--- src/verilog/rtcc_pkg.sv ---
/*
  Package for the calendar clock core: SFR addresses, pointer indices,
  field positions, reset values and the request carrier.
  Assumes a single 200 MHz system clock and an 8-bit SFR bus from the core.
*/
// Operation
// - Fraction counter: 1/128 s, wraps 127, steps seconds
// - Seconds wrap 59 to 0, step minutes
// - Minutes wrap 59 to 0, step hours
// - Hours wrap 23, step weekday and date
// - Weekday steps daily, wraps 6 to 0
// - Date wraps to 1 after month end
// - Month runs 1..12, wrap steps year
// - Year is 8-bit, steps once per year
// - Interval counter is eight bits wide
// - Second/minute/hour alarms compared only when enabled
// - Weekday/date alarms compared only when enabled
// - All enabled fields match: alarm flag, interrupt
// - Eight-bit crystal temperature offset register
// - Reset: date, month one; others zero
// - Index 0x0F calibration config; 0x00 reserved
// - Pointer selects; direction bit picks read/write
// - Protected writes need key 0xEA just before
// - February has 29 days in leap years
package rtcc_pkg;

  // SFR addresses seen by the processor core
  localparam logic [7:0] SFR_CONFIG   = 8'ha1;  // clock_config_reg
  localparam logic [7:0] SFR_ALARM_EN = 8'ha2;  // Alarm field enables
  localparam logic [7:0] SFR_POINTER  = 8'ha3;  // clock_reg_pointer
  localparam logic [7:0] SFR_DATA     = 8'ha4;  // clock_reg_data_port
  localparam logic [7:0] SFR_KEY      = 8'hc1;  // write_unlock_key

  // Key value that unlocks protected clock registers
  localparam logic [7:0] UNLOCK_KEY = 8'hea;

  // Pointer indices of the clock register set
  localparam logic [4:0] IDX_RESERVED  = 5'h00;
  localparam logic [4:0] IDX_FRACTION  = 5'h01;
  localparam logic [4:0] IDX_SECOND    = 5'h02;
  localparam logic [4:0] IDX_MINUTE    = 5'h03;
  localparam logic [4:0] IDX_HOUR      = 5'h04;
  localparam logic [4:0] IDX_WEEKDAY   = 5'h05;
  localparam logic [4:0] IDX_DATE      = 5'h06;
  localparam logic [4:0] IDX_MONTH     = 5'h07;
  localparam logic [4:0] IDX_YEAR      = 5'h08;
  localparam logic [4:0] IDX_INTERVAL  = 5'h09;
  localparam logic [4:0] IDX_ALARM_S_MATCH    = 5'h0a;
  localparam logic [4:0] IDX_ALARM_M_MATCH    = 5'h0b;
  localparam logic [4:0] IDX_ALARM_HOUR_MATCH   = 5'h0c;
  localparam logic [4:0] IDX_AL_WDAY   = 5'h0d;
  localparam logic [4:0] IDX_ALARM_DATE_MATCH   = 5'h0e;
  localparam logic [4:0] IDX_CAL_CFG   = 5'h0f;
  localparam logic [4:0] IDX_XTAL_OFS  = 5'h10;

  // Pointer SFR fields
  localparam int PTR_DIR_BIT = 7;  // pointer_direction_bit
  localparam int PTR_IDX_MSB = 4;

  // Config SFR fields
  localparam int CFG_ITS_LSB  = 0;  // interval_timebase_select [1:0]
  localparam int CFG_IT_EN    = 2;  // Interval timer run
  localparam int CFG_IT_FLAG  = 3;  // interval_match_flag
  localparam int CFG_AL_FLAG  = 4;  // alarm_match_flag
  localparam int CFG_IT_IE    = 5;  // Interval interrupt enable
  localparam int CFG_AL_IE    = 6;  // Alarm interrupt enable

  // Alarm enable SFR field positions
  localparam int AEN_SEC  = 0;  // alarm_s_field_enable
  localparam int AEN_MIN  = 1;  // alarm_m_field_enable
  localparam int AEN_HOUR = 2;  // alarm_h_field_enable
  localparam int AEN_WDAY = 3;  // alarm_weekday_field_enable
  localparam int AEN_DATE = 4;  // alarm_dom_field_enable

  // Calibration config fields
  localparam int CAL_EN_BIT = 6;

  // Timebase
  localparam int XTAL_HZ        = 32768;
  localparam int FRAC_PER_SEC   = 128;
  localparam int EDGES_PER_FRAC = XTAL_HZ / FRAC_PER_SEC;

  // Counter limits
  localparam logic [7:0] FRAC_MAX  = 8'h7f;
  localparam logic [7:0] SEC_MAX   = 8'h3b;
  localparam logic [7:0] MIN_MAX   = 8'h3b;
  localparam logic [7:0] HOUR_MAX  = 8'h17;
  localparam logic [7:0] WDAY_MAX  = 8'h06;
  localparam logic [7:0] MONTH_MAX = 8'h0c;
  localparam logic [7:0] YEAR_MAX  = 8'hff;

  // Reset values
  localparam logic [7:0] RST_ZERO  = 8'h00;
  localparam logic [7:0] RST_DATE  = 8'h01;
  localparam logic [7:0] RST_MONTH = 8'h01;

  // One SFR write as issued by the core
  typedef struct packed {
    logic       write;  // One-cycle write strobe
    logic [7:0] addr;   // SFR address
    logic [7:0] wdata;  // Write data
  } rtcc_sfr_req_t;

endpackage

--- src/verilog/rtcc_core.sv ---
/*
  Calendar clock core: timebase prescaler, calendar counter cascade,
  interval timer, alarm comparators and the indirect register port.
  Assumes xtalClock is the calibrated 32.768 kHz clock arriving on a pin,
  far slower than the 200 MHz system clock, and that SFR writes come as
  single-cycle strobes from the processor core.
*/
`timescale 1ns/1ps
`default_nettype none
module rtcc_core import rtcc_pkg::*; (
  input  wire logic          clock,
  input  wire logic          rst,
  input  wire logic          xtalClock,
  input  wire rtcc_sfr_req_t sfrReq,
  input  wire logic [7:0]    sfrReadAddr,
  output logic      [7:0]    sfrRdata,
  output logic               clockIrq,
  output logic      [3:0]    calPinEnable
);

  // Pin synchroniser, three stages
  logic       xtalSync1_q;      // First stage, read only by stage two
  logic       xtalSync2_q;      // Second stage
  logic       xtalSync3_q;      // Third stage
  logic       xtalLevel_q;      // Accepted pin level
  logic       xtalRise;         // One accepted rising edge
  logic [7:0] prescale_q;       // Edges within one fraction tick
  logic       fracStep;         // 1/128 second pulse

  // Register port state
  logic [7:0] pointer_q;        // clock_reg_pointer
  logic [7:0] dataPort_q;       // clock_reg_data_port
  logic       keyArmed_q;       // Unlock key just written
  logic [7:0] config_q;         // clock_config_reg
  logic [4:0] alarmEnable_q;    // Alarm field enables
  logic [7:0] sfrRdata_q;       // Registered read data

  // Plain storage registers of the set
  logic [7:0] intervalTarget_q; // interval_target
  logic [7:0] alarmSec_q;       // alarm_s_match
  logic [7:0] alarmMin_q;       // alarm_m_match
  logic [7:0] alarmHour_q;      // alarm_hour_match
  logic [7:0] alarmWday_q;      // alarm_weekday_match
  logic [7:0] alarmDate_q;      // alarm_date_match
  logic [7:0] calConfig_q;      // calib_output_config
  logic [7:0] xtalOffset_q;     // crystal_temp_offset

  // Interval timer and alarm
  logic [7:0] intervalCount_q;  // Interval counter
  logic       intervalTick;     // Selected timebase pulse
  logic       intervalHit;      // Count reached target
  logic       alarmEval_q;      // Seconds just updated
  logic       alarmHit;         // All enabled fields match

  // Counter values and carries
  logic [7:0] fracCount, secCount, minCount, hourCount;
  logic [7:0] wdayCount, dateCount, monthCount, yearCount;
  logic       fracWrap, secWrap, minWrap, hourWrap;
  logic       dateWrap, monthWrap;
  logic [7:0] monthLength;      // Last day of current month

  // Decoded register-port write
  logic       dataWrite;        // Write to the data SFR
  logic       regWrite;         // Indirect write performed
  logic [4:0] regIndex;         // Selected pointer index
  logic       protectedIdx;     // Index needs the key
  logic [7:0] loadStrobes;      // Counter loads, fraction..year

  // Value of the clock register at an index; reserved and unused read zero
  function automatic logic [7:0] regValue(input logic [4:0] idx);
    logic [7:0] v;
    v = 8'h00;
    case (idx)
      IDX_FRACTION: v = fracCount;
      IDX_SECOND:   v = secCount;
      IDX_MINUTE:   v = minCount;
      IDX_HOUR:     v = hourCount;
      IDX_WEEKDAY:  v = wdayCount;
      IDX_DATE:     v = dateCount;
      IDX_MONTH:    v = monthCount;
      IDX_YEAR:     v = yearCount;
      IDX_INTERVAL: v = intervalTarget_q;
      IDX_ALARM_S_MATCH:   v = alarmSec_q;
      IDX_ALARM_M_MATCH:   v = alarmMin_q;
      IDX_ALARM_HOUR_MATCH:  v = alarmHour_q;
      IDX_AL_WDAY:  v = alarmWday_q;
      IDX_ALARM_DATE_MATCH:  v = alarmDate_q;
      IDX_CAL_CFG:  v = calConfig_q;
      IDX_XTAL_OFS: v = xtalOffset_q;
      default:      v = 8'h00;
    endcase
    return v;
  endfunction

  // Crystal pin synchroniser: stage one feeds stage two only
  always_ff @(posedge clock or posedge rst) begin
    if (rst) begin
      xtalSync1_q <= 1'b0;
      xtalSync2_q <= 1'b0;
      xtalSync3_q <= 1'b0;
    end else begin
      xtalSync1_q <= xtalClock;
      xtalSync2_q <= xtalSync1_q;
      xtalSync3_q <= xtalSync2_q;
    end
  end

  // A rising level change counts once stages two and three agree
  assign xtalRise = xtalSync2_q && xtalSync3_q && !xtalLevel_q;

  always_ff @(posedge clock or posedge rst) begin
    if (rst) begin
      xtalLevel_q <= 1'b0;
    end else if (xtalSync2_q == xtalSync3_q) begin
      xtalLevel_q <= xtalSync3_q;
    end
  end

  // 256 crystal edges make one 1/128 second tick
  assign fracStep = xtalRise && (prescale_q == 8'(EDGES_PER_FRAC - 1));

  always_ff @(posedge clock or posedge rst) begin
    if (rst) begin
      prescale_q <= 8'h00;
    end else if (xtalRise) begin
      prescale_q <= prescale_q + 8'h01;  // Wraps naturally at 256
    end
  end

  // Leap years: year register counts from a year divisible by four
  always_comb begin
    case (monthCount)
      8'h02:   monthLength = (yearCount[1:0] == 2'b00) ? 8'h1d : 8'h1c;
      8'h04,
      8'h06,
      8'h09,
      8'h0b:   monthLength = 8'h1e;
      default: monthLength = 8'h1f;
    endcase
  end

  // Counter cascade; each stage steps on the carry of the one below, except date, which steps on the hour carry like weekday
  rtcc_wrap_counter #(.RESET_VALUE(RST_ZERO)) fracCounter (
    .clock(clock), .rst(rst), .minValue(8'h00), .maxValue(FRAC_MAX),
    .step(fracStep), .load(loadStrobes[0]), .loadValue(sfrReq.wdata),
    .count(fracCount), .wrap(fracWrap));

  rtcc_wrap_counter #(.RESET_VALUE(RST_ZERO)) secCounter (
    .clock(clock), .rst(rst), .minValue(8'h00), .maxValue(SEC_MAX),
    .step(fracWrap), .load(loadStrobes[1]), .loadValue(sfrReq.wdata),
    .count(secCount), .wrap(secWrap));

  rtcc_wrap_counter #(.RESET_VALUE(RST_ZERO)) minCounter (
    .clock(clock), .rst(rst), .minValue(8'h00), .maxValue(MIN_MAX),
    .step(secWrap), .load(loadStrobes[2]), .loadValue(sfrReq.wdata),
    .count(minCount), .wrap(minWrap));

  rtcc_wrap_counter #(.RESET_VALUE(RST_ZERO)) hourCounter (
    .clock(clock), .rst(rst), .minValue(8'h00), .maxValue(HOUR_MAX),
    .step(minWrap), .load(loadStrobes[3]), .loadValue(sfrReq.wdata),
    .count(hourCount), .wrap(hourWrap));

  rtcc_wrap_counter #(.RESET_VALUE(RST_ZERO)) wdayCounter (
    .clock(clock), .rst(rst), .minValue(8'h00), .maxValue(WDAY_MAX),
    .step(hourWrap), .load(loadStrobes[4]), .loadValue(sfrReq.wdata),
    .count(wdayCount), .wrap());

  rtcc_wrap_counter #(.RESET_VALUE(RST_DATE)) dateCounter (
    .clock(clock), .rst(rst), .minValue(8'h01), .maxValue(monthLength),
    .step(hourWrap), .load(loadStrobes[5]), .loadValue(sfrReq.wdata),
    .count(dateCount), .wrap(dateWrap));

  rtcc_wrap_counter #(.RESET_VALUE(RST_MONTH)) monthCounter (
    .clock(clock), .rst(rst), .minValue(8'h01), .maxValue(MONTH_MAX),
    .step(dateWrap), .load(loadStrobes[6]), .loadValue(sfrReq.wdata),
    .count(monthCount), .wrap(monthWrap));

  // Year wraps 255 to 0 as a plain 8-bit count
  rtcc_wrap_counter #(.RESET_VALUE(RST_ZERO)) yearCounter (
    .clock(clock), .rst(rst), .minValue(8'h00), .maxValue(YEAR_MAX),
    .step(monthWrap), .load(loadStrobes[7]), .loadValue(sfrReq.wdata),
    .count(yearCount), .wrap());

  // Indirect write decode; the data SFR write itself is the trigger
  assign dataWrite    = sfrReq.write && (sfrReq.addr == SFR_DATA);
  assign regIndex     = pointer_q[PTR_IDX_MSB:0];
  // Timekeeping and crystal registers are locked behind the key
  assign protectedIdx = ((regIndex >= IDX_FRACTION) && (regIndex <= IDX_YEAR)) ||
                        (regIndex == IDX_CAL_CFG) || (regIndex == IDX_XTAL_OFS);
  assign regWrite     = dataWrite && pointer_q[PTR_DIR_BIT] &&
                        (!protectedIdx || keyArmed_q);

  // One load strobe per counter, index one upward
  always_comb begin
    for (int i = 0; i < 8; i++) begin
      loadStrobes[i] = regWrite && (regIndex == 5'(i + 1));
    end
  end

  // Key lives for exactly the next SFR write; any write disarms it
  always_ff @(posedge clock or posedge rst) begin
    if (rst) begin
      keyArmed_q <= 1'b0;
    end else if (sfrReq.write) begin
      keyArmed_q <= (sfrReq.addr == SFR_KEY) && (sfrReq.wdata == UNLOCK_KEY);
    end
  end

  // Pointer and data port; a read-direction pointer write fetches a copy
  always_ff @(posedge clock or posedge rst) begin
    if (rst) begin
      pointer_q  <= 8'h00;
      dataPort_q <= 8'h00;
    end else if (sfrReq.write && sfrReq.addr == SFR_POINTER) begin
      pointer_q <= sfrReq.wdata & 8'h9f;  // Bits 6:5 read as zero
      if (!sfrReq.wdata[PTR_DIR_BIT]) begin
        dataPort_q <= regValue(sfrReq.wdata[PTR_IDX_MSB:0]);
      end
    end else if (dataWrite) begin
      dataPort_q <= sfrReq.wdata;
    end
  end

  // Plain storage registers; no key needed for interval and alarm values
  always_ff @(posedge clock or posedge rst) begin
    if (rst) begin
      intervalTarget_q <= RST_ZERO;
      alarmSec_q       <= RST_ZERO;
      alarmMin_q       <= RST_ZERO;
      alarmHour_q      <= RST_ZERO;
      alarmWday_q      <= RST_ZERO;
      alarmDate_q      <= RST_ZERO;
      calConfig_q      <= RST_ZERO;
      xtalOffset_q     <= RST_ZERO;
    end else if (regWrite) begin
      case (regIndex)
        IDX_INTERVAL: intervalTarget_q <= sfrReq.wdata;
        IDX_ALARM_S_MATCH:   alarmSec_q       <= sfrReq.wdata;
        IDX_ALARM_M_MATCH:   alarmMin_q       <= sfrReq.wdata;
        IDX_ALARM_HOUR_MATCH:  alarmHour_q      <= sfrReq.wdata;
        IDX_AL_WDAY:  alarmWday_q      <= sfrReq.wdata;
        IDX_ALARM_DATE_MATCH:  alarmDate_q      <= sfrReq.wdata;
        IDX_CAL_CFG:  calConfig_q      <= sfrReq.wdata;
        IDX_XTAL_OFS: xtalOffset_q     <= sfrReq.wdata;
        default:      ;                                 // Counters or reserved
      endcase
    end
  end

  // Alarm field enables
  always_ff @(posedge clock or posedge rst) begin
    if (rst) begin
      alarmEnable_q <= 5'h00;
    end else if (sfrReq.write && sfrReq.addr == SFR_ALARM_EN) begin
      alarmEnable_q <= sfrReq.wdata[4:0];
    end
  end

  // Interval timebase: fraction tick, second, minute or hour
  always_comb begin
    case (config_q[CFG_ITS_LSB +: 2])
      2'b00:   intervalTick = fracStep;
      2'b01:   intervalTick = fracWrap;
      2'b10:   intervalTick = secWrap;
      2'b11:   intervalTick = minWrap;
      default: intervalTick = 1'b0;
    endcase
  end

  // Hit when the count after this tick reaches the target
  assign intervalHit = config_q[CFG_IT_EN] && intervalTick &&
                       ((intervalCount_q + 8'h01) == intervalTarget_q);

  // Eight-bit interval counter, cleared on a hit or while stopped
  always_ff @(posedge clock or posedge rst) begin
    if (rst) begin
      intervalCount_q <= 8'h00;
    end else if (!config_q[CFG_IT_EN] || intervalHit) begin
      intervalCount_q <= 8'h00;
    end else if (intervalTick) begin
      intervalCount_q <= intervalCount_q + 8'h01;
    end
  end

  // Compare one cycle after the seconds stage moved, on settled values
  always_ff @(posedge clock or posedge rst) begin
    if (rst) begin
      alarmEval_q <= 1'b0;
    end else begin
      alarmEval_q <= fracWrap;
    end
  end

  // A disabled field always passes; at least one must be enabled
  assign alarmHit = alarmEval_q && (|alarmEnable_q) &&
                    (!alarmEnable_q[AEN_SEC]  || secCount  == alarmSec_q)  &&
                    (!alarmEnable_q[AEN_MIN]  || minCount  == alarmMin_q)  &&
                    (!alarmEnable_q[AEN_HOUR] || hourCount == alarmHour_q) &&
                    (!alarmEnable_q[AEN_WDAY] || wdayCount == alarmWday_q) &&
                    (!alarmEnable_q[AEN_DATE] || dateCount == alarmDate_q);

  // Config SFR; flags clear by writing zero, but a same-cycle set wins
  always_ff @(posedge clock or posedge rst) begin
    if (rst) begin
      config_q <= 8'h00;
    end else begin
      if (sfrReq.write && sfrReq.addr == SFR_CONFIG) begin
        config_q <= sfrReq.wdata & 8'h7f;
      end
      if (intervalHit) begin
        config_q[CFG_IT_FLAG] <= 1'b1;
      end
      if (alarmHit) begin
        config_q[CFG_AL_FLAG] <= 1'b1;
      end
    end
  end

  // Registered read data for the addressed SFR
  always_ff @(posedge clock or posedge rst) begin
    if (rst) begin
      sfrRdata_q <= 8'h00;
    end else begin
      case (sfrReadAddr)
        SFR_CONFIG:   sfrRdata_q <= config_q;
        SFR_ALARM_EN: sfrRdata_q <= {3'h0, alarmEnable_q};
        SFR_POINTER:  sfrRdata_q <= pointer_q;
        SFR_DATA:     sfrRdata_q <= dataPort_q;
        default:      sfrRdata_q <= 8'h00;  // Key reads back zero
      endcase
    end
  end

  assign sfrRdata = sfrRdata_q;

  // Pending interrupt: a flag with its enable
  assign clockIrq = (config_q[CFG_IT_FLAG] && config_q[CFG_IT_IE]) ||
                    (config_q[CFG_AL_FLAG] && config_q[CFG_AL_IE]);

  // Pin selects only count while the calibration output is enabled
  assign calPinEnable = calConfig_q[CAL_EN_BIT] ? calConfig_q[3:0] : 4'h0;

endmodule
`default_nettype wire

--- src/verilog/rtcc_wrap_counter.sv ---
/*
  One calendar counter stage: steps, wraps from a limit back to a floor,
  and can be loaded by software.
  Assumes step and load are one-cycle pulses in the system clock domain.
*/
`timescale 1ns/1ps
`default_nettype none
module rtcc_wrap_counter import rtcc_pkg::*; #(
  parameter logic [7:0] RESET_VALUE = 8'h00
) (
  input  wire logic       clock,
  input  wire logic       rst,
  input  wire logic [7:0] minValue,
  input  wire logic [7:0] maxValue,
  input  wire logic       step,
  input  wire logic       load,
  input  wire logic [7:0] loadValue,
  output logic      [7:0] count,
  output logic            wrap
);

  logic [7:0] count_q;  // Current value

  // Wrap on the limit or above, so an out-of-range load recovers
  assign wrap  = step && !load && (count_q >= maxValue);
  assign count = count_q;

  // Software load beats a step arriving in the same cycle
  always_ff @(posedge clock or posedge rst) begin
    if (rst) begin
      count_q <= RESET_VALUE;
    end else if (load) begin
      count_q <= loadValue;
    end else if (wrap) begin
      count_q <= minValue;
    end else if (step) begin
      count_q <= count_q + 8'h01;
    end
  end

endmodule
`default_nettype wire
--- config.mk ---
export PLATFORM = sky130hd
export DESIGN_NAME = rtcc_core
export DESIGN_NICKNAME = d
export VERILOG_FILES = /design/src/verilog/rtcc_pkg.sv /design/src/verilog/rtcc_core.sv /design/src/verilog/rtcc_wrap_counter.sv
export SDC_FILE = /design/constraint.sdc
export NUM_CORES = 1
export LEC_CHECK = 0
export ABC_AREA = 0
export BUFFER_PORTS_ARGS = -buffer_cell sky130_fd_sc_hd__buf_2
export CAP_MARGIN = 0
export CORE_MARGIN = 2
export CORE_UTILIZATION = 55
export CTS_BUF_LIST = sky130_fd_sc_hd__clkbuf_8 sky130_fd_sc_hd__clkbuf_16
export CTS_CLUSTER_DIAMETER = 80
export DETAILED_ROUTE_END_ITERATION = 10
export PLACE_DENSITY = 0.81
export SKIP_CTS_REPAIR_TIMING = 1
export SLEW_MARGIN = 40
export SYNTH_ARGS = -nofsm -noshare
export SYNTH_HDL_FRONTEND = slang
export SYNTH_SLANG_ARGS = --single-unit
--- constraint.sdc ---
create_clock -name clock -period 9.65 [get_ports clock]
set_input_delay 0.4825 -clock clock [delete_from_list [all_inputs] [get_ports clock]]
set_output_delay 0.4825 -clock clock [all_outputs]
set_load 0.05 [all_outputs]
Word-level counts from Yosys, hierarchy flattened
Cells that the tools add are included.
{ "totals": {"wordCells": 244, "register_bits": 184, "input_bits": 28, "out_inout_bits": 13} }
{ "classes": {"add_sub_neg": 10, "n_reduce_logical": 96, "order_cmp": 10, "eq_ne": 59, "mux": 38} }
{ "op_table": {"columns": ["op", "count"], "rows": [
  ["8-bit 2-to-1 mux", 29],
  ["8-bit case mux with 16 select lines", 1],
  ["8-bit == test, second input constant", 11],
  ["8-bit by 1-bit adder with 8-bit output, second input constant", 10],
  ["5-bit by 4-bit == test with 1-bit output, second input constant", 16],
  ["8-bit == test", 6],
  ["1-bit logical AND", 45],
  ["5-bit by 3-bit == test with 1-bit output, second input constant", 8],
  ["8-bit case mux with 4 select lines", 1],
  ["3-bit nonzero test", 8],
  ["5-bit by 2-bit == test with 1-bit output, second input constant", 4],
  ["2-bit AND reduction", 9],
  ["8-bit by 3-bit == test with 1-bit output, second input constant", 2],
  ["8-bit by 4-bit == test with 1-bit output, second input constant", 2],
  ["8-bit by 6-bit greater-or-equal comparator with 1-bit output, second input constant", 2],
  ["1-bit zero test", 16],
  ["5-bit by 1-bit == test with 1-bit output, second input constant", 2],
  ["5-bit == test, second input constant", 2],
  ["1-bit logical OR", 10],
  ["8-bit by 2-bit == test with 1-bit output, second input constant", 1],
  ["8-bit by 3-bit greater-or-equal comparator with 1-bit output, second input constant", 1],
  ["8-bit by 4-bit greater-or-equal comparator with 1-bit output, second input constant", 1],
  ["8-bit by 5-bit greater-or-equal comparator with 1-bit output", 1],
  ["8-bit by 5-bit greater-or-equal comparator with 1-bit output, second input constant", 1],
  ["other kinds (17)", 24]
]} }

Longest topological paths before layout
{ "depth": {"word_depth": 25, "ltp_mapped": 13, "ltp_nobuf": 13} }

By module
From an unflattened synthesis, not the netlist that was laid out.
{ "hier_totals": {"hier_cells": 1467, "area_unflattened_um2": 13992.2} }
{ "by_module_without_submodules": {"columns": ["mod", "area_per_inst_um2", "cells_each", "seq_area_each_um2", "instances"], "rows": [
  ["rtcc_core", 7290.7, 683, 3002.9, 1],
  ["rtcc_wrap_counter at minCounter ...", 849.6, 98, 200.2, 4],
  ["rtcc_wrap_counter at fracCounter ...", 817.0, 98, 200.2, 2],
  ["rtcc_wrap_counter at monthCounter", 850.8, 98, 201.4, 1],
  ["rtcc_wrap_counter at dateCounter", 818.3, 98, 201.4, 1]
]} }

Worst setup path before layout
No wires, ideal clock.
{ "synth_path": {"kind": "register to register", "startpoint": "register monthCounter.count_q[0] (netlist: monthCounter.count[0])", "endpoint": "register yearCounter.count_q[3] (netlist: yearCounter.count[3])", "arrival_ns": 2.482, "n_path_buf": 1, "required_time_ns": 9.585, "slack_ns": 7.103, "setup_time_ns": 0.065, "period_less_slack_ns": 2.547, "stages_incl_launch_ff": 12, "path_cell_list": "dfstp_2 > inv_1 > ha_1 > or3_1 > nand4_1 > ha_1 > o2111ai_1 > nand2_1 > clkbuf_1 > o2111ai_1 > o311ai_0 > o21a_1"} }
{ "synth_via": {"elab_chain_len": 11, "word_cells_on_any_way": 17, "classes_between": "order compare: 2; eq/ne: 5; mux: 3; reduce/logical: 7"} }
{ "synth_rtl": {"columns": ["element", "line_no", "text"], "rows": [
  ["start: declaration", "rtcc_wrap_counter.sv:22", "logic [7:0] count_q;"],
  ["start signal: assignment", "rtcc_wrap_counter.sv:33", "count_q <= loadValue;"],
  ["start signal: assignment", "rtcc_wrap_counter.sv:35", "count_q <= minValue;"],
  ["start signal: assignment", "rtcc_wrap_counter.sv:37", "count_q <= count_q + 8'h01;"],
  ["8-bit by 3-bit == test with 1-bit output or 8-bit by 4-bit == test with 1-bit output (tied branches)", "rtcc_core.sv:132", "case (monthCount)"],
  ["4-bit OR reduction", "rtcc_core.sv:132", null],
  ["2-bit case mux with 2 select lines", "rtcc_core.sv:132", null],
  ["8-bit by 5-bit greater-or-equal comparator with 1-bit output", "rtcc_wrap_counter.sv:25", "assign wrap = step && !load && (count_q >= maxValue);"],
  ["1-bit logical AND (2 in series)", "rtcc_wrap_counter.sv:25", null],
  ["1-bit logical AND *", "rtcc_wrap_counter.sv:25", null],
  ["1-bit logical AND (2 in series)", "rtcc_wrap_counter.sv:25", null],
  ["8-bit 2-to-1 mux", "rtcc_wrap_counter.sv:34", "end else if (wrap) begin"],
  ["8-bit 2-to-1 mux", "rtcc_wrap_counter.sv:32", "end else if (load) begin"],
  ["end signal: assignment", "rtcc_wrap_counter.sv:33", null],
  ["end signal: assignment", "rtcc_wrap_counter.sv:35", null],
  ["end signal: assignment", "rtcc_wrap_counter.sv:37", null],
  ["end: declaration", "rtcc_wrap_counter.sv:22", null]
]} }
Every way passes the cells marked *; elsewhere a longest branch is shown, timed or not.
A chain may end at the register's enable or synchronous reset.

Final worst setup path
{ "layout_path": {"startpoint": "register fracCounter.count_q[0] (netlist: fracCounter.count[0])", "endpoint": "register intervalCount_q[7]"} }
{ "layout_via": {"elab_chain_len": 11, "word_cells_on_any_way": 12, "classes_between": "order compare: 1; mux: 2; reduce/logical: 9"} }
{ "layout_rtl": {"columns": ["element", "line_no", "text"], "rows": [
  ["start: declaration", "rtcc_wrap_counter.sv:22", null],
  ["start signal: assignment", "rtcc_wrap_counter.sv:33", null],
  ["start signal: assignment", "rtcc_wrap_counter.sv:35", null],
  ["start signal: assignment", "rtcc_wrap_counter.sv:37", null],
  ["8-bit by 7-bit greater-or-equal comparator with 1-bit output *", "rtcc_wrap_counter.sv:25", null],
  ["1-bit logical AND *", "rtcc_wrap_counter.sv:25", null],
  ["1-bit logical AND (4 in series)", "rtcc_wrap_counter.sv:25", null],
  ["1-bit case mux with 4 select lines *", "rtcc_core.sv:261", "case (config_q[CFG_ITS_LSB +: 2])"],
  ["1-bit logical AND (2 in series)", "rtcc_core.sv:271", "assign intervalHit = config_q[CFG_IT_EN] && intervalTick &&"],
  ["1-bit logical OR", "rtcc_core.sv:278", "end else if (!config_q[CFG_IT_EN] || intervalHit) begin"],
  ["8-bit 2-to-1 mux or 2-bit nonzero test (tied branches)", null, null],
  ["end signal: assignment", "rtcc_core.sv:281", "intervalCount_q <= intervalCount_q + 8'h01;"],
  ["end: declaration", "rtcc_core.sv:49", "logic [7:0] intervalCount_q;"]
]} }
Marks and branches as above.

==> impl_metrics.py <==
metrics = {
    "worst_hold_path": {
        "hold_class": "input port to asynchronous set/reset pin",
    },
    "logic_synthesis": {
        "ys_async_sr_fraction_pct": 100,
        "synthCells": 1150,
        "synth_area_um2": 10900,
        "synth_edf_count": 0,
        "synth_seq_cells": 184,
        "ys_types": 93,
        "ys_warn_count": 0,
        "synth_ff_type": "dfrtp_1",
        "synth_nets": 1196,
        "syn_avg_cell_area_um2": 9.48,
        "ys_seq_area_share_pct": 42.3,
    },
    "timing": {
        "timing.slew.headroom_pct": 43.7,
        "setup_viol": 0,
        "tns_ps": 0,
        "rsz0062_at_grt": "false",
        "worst_pin_slew_ps": 843,
        "fmax_mhz": 330,
        "finClkSkew_ps": 15.8,
        "hold_viol": 0,
        "finalCriticalPeriod_ps": 3030,
        "layout_setup_ws_ps": 6620,
        "timing.final.crit_share_pct": 31.4,
        "drv_slew": 0,
    },
    "routing": {
        "num_vias": 9483,
        "final_antenna_net_count": 0,
        "detail_route.first_pass.iterations": 7,
        "drtIter0Drc": 1114,
        "drc": 0,
        "vias_per_cell": 6.71,
        "wl_um": 34600,
        "wl_per_cell_um": 24.5,
    },
    "power_and_ir_drop": {
        "internal_power_w": 0.00120,
        "netSwitchingFraction_pct": 26.5,
        "combPwrFrac_pct": 6.0,
        "power_frac_clock_pct": 44.4,
        "p_leak_nw": 5.19,
        "switchingPower_w": 0.000433,
        "irDropWorstVdd_uv": 148,
        "p_total_w": 0.00163,
        "seqPwrFrac_pct": 49.5,
        "power_density_nw_per_um2": 139,
    },
    "global_routing": {
        "grt_max_degree": 119,
        "antenna_found_initial": 1,
        "grt_pass1_wl_um": 52700,
        "grtUsageTotal_pct": 34.0,
        "grt-busiest-layer": "met2",
        "overflow": 0,
        "grt_pass1_vias": 8840,
        "met1_usage_pct": 45.9,
        "use_met3_pct": 8.29,
        "grtUsageMet2_pct": 52.7,
    },
    "setup_path": {
        "crit_buf_inv": 0,
        "crit_slowest_cell": "a311oi_2",
        "reg2reg_depth": 8,
        "cpPeakStageDelay_ps": 610,
        "cp_cell_sequence": "ha_1, and3_2, a41oi_2, a311oi_2, a41oi_1, a31o_1, nand2b_4, o41ai_1",
        "critPathKind": "register to register",
        "worstPathMaxFanout": 10,
        "cp_num_cells": 8,
        "critPathArrivalTime_ps": 3370,
        "timing.critical_path.to_type": "register",
        "cpLargestDelayFamily": "compound AO/OA/AOI/OAI gates",
        "start_kind": "register",
        "crit_required_ps": 9990,
    },
    "cts": {
        "clock_path_buffers": 2,
        "numClockSinks": 184,
        "cts-htree-levels": 4,
        "insertion_delay_ps": 450,
        "tritoncts": "yes",
        "cts_buffers": 17,
        "clk_pin_slew_ps": 80,
        "root_buffer": "clkbuf_16",
    },
    "finish": {
        "syn_to_final_growth_pct": 8.00,
        "drive_gt1_share_pct": 17.2,
        "final_common_cell": "dfrtp_1",
        "nFillCells": 1611,
        "nets": 1181,
        "final_cell_mix": "dfrtp_1, nand2_1, nand3_1",
    },
    "floorplan": {
        "die_x_um": 145,
        "initial_utilization_pct": 56.0,
        "ios": 41,
        "core_area_um2": 19500,
        "rows": 51,
        "die_area_um2": 21000,
        "die_y_um": 145,
    },
    "place": {
        "place_ws_ps": 6470,
        "gp_congestion": 1.01,
        "numPortBuffers": 40,
        "place.detailed.hpwl_um": 24300,
    },
    "run_status": {
        "outcome": "complete, no violations",
    },
    "flow_run": {
        "max_cap_violations": 0,
    },
}
==> area by class of cell <==
| type | instances | area [um2] | share of cell area (%) |
|---|---|---|---|
| timing repair buffer | 46 | 246 | 2.09 |
| multi-input combinational | 861 | 5860 | 49.8 |
| sequential | 184 | 4610 | 39.1 |
| clock buffer | 19 | 453 | 3.85 |
| clock inverter | 13 | 156 | 1.33 |
| antenna | 1 | 2.50 | 0.0213 |
| tap | 265 | 332 | 2.82 |
| inverter | 25 | 111 | 0.946 |
==> synth_stat cells (12+ instances only) <==
master	count	area share (%)
mux2_2	70	7.2
o211ai_1	12	0.83
nor2_1	72	2.5
nand2_1	108	3.7
xor2_1	17	1.4
dfrtp_1	182	42
xnor2_1	39	3.1
clkbuf_1	55	1.9
a32oi_1	19	1.5
nand3_1	81	3.7
buf_2	13	0.60
and2_1	19	1.1
and3_1	20	1.1
a31oi_1	20	1.1
ha_1	18	2.1
nand4_1	24	1.4
a21oi_1	43	2.0
o21ai_0	70	3.2
nor3_1	16	0.73
nor4_1	12	0.69
inv_1	24	0.83
==> stage by stage <==
step,hold slack [ps],instance area [um2],util (%),cells
floorplan,331,10900,-,1150
global placement,334,11100,57.2,1380
detailed placement,336,11100,57.2,1381
CTS,129,11700,60.3,1413
global route,131,11800,60.5,1413
finish,113,11800,60.5,1414
==> worst register-to-register path, delay by kind of cell (launching register included) <==
kind,cells,cell delay (ps)
adder cells (fa/ha/maj),1,240
flip-flops,1,500
AND/OR/NAND/NOR,2,500
AO/OA/AOI/OAI,5,1690
==> cells by family (layout without fill, tap and decap cells) <==
kind of cell	after synthesis	count (layout)	synth area share, %
and+or+nand+nor	433	433	21.2
other	0	1	0
muxes	81	81	8.24
adders and majority gates	18	18	2.07
AOI/OAI and AO/OA	273	273	17.6
DFF	184	184	42.3
buffers and inverters	105	103	4.14
xor gates and xnor gates	56	56	4.50
==> metal layers <==
metal | up-vias | routed length [um] | part of all wire [%]
li1 | 4215 | - | -
met1 | 4580 | 14100 | 41
met2 | 576 | 15700 | 45
met3 | 112 | 3450 | 10
met4 | 0 | 1400 | 4.0
met5 | - | 0 | 0
==> path summary, 6_finish.rpt <==
| path | from | endpoint | slack (ps) |
|---|---|---|---|
| max in group asynchronous | rst | alarmDate_q[3] | 8490 |
| hold reg to reg | xtalSync1_q | xtalSync2_q | 350 |
| hold / removal | rst | prescale_q[5] | 110 |
| setup / recovery | fracCounter.count[0] | intervalCount_q[7] | 6620 |
| min in group clock | xtalClock | xtalSync1_q | 140 |
| setup reg to reg | fracCounter.count[0] | intervalCount_q[7] | 6620 |
==> power by group through the flow <==
stage / registers [W] / logic, W / clock network (W)
after floorplan: 0.000814 / 0.0000671 / 0
after global placement: 0.000822 / 0.0000953 / 0
after detailed placement: 0.000823 / 0.0000966 / 0
after CTS: 0.000808 / 0.0000971 / 0.000731
after global routing: 0.000811 / 0.000108 / 0.000761
final: 0.000809 / 0.0000985 / 0.000725
No activity file was read; power rests on OpenSTA's default activity.
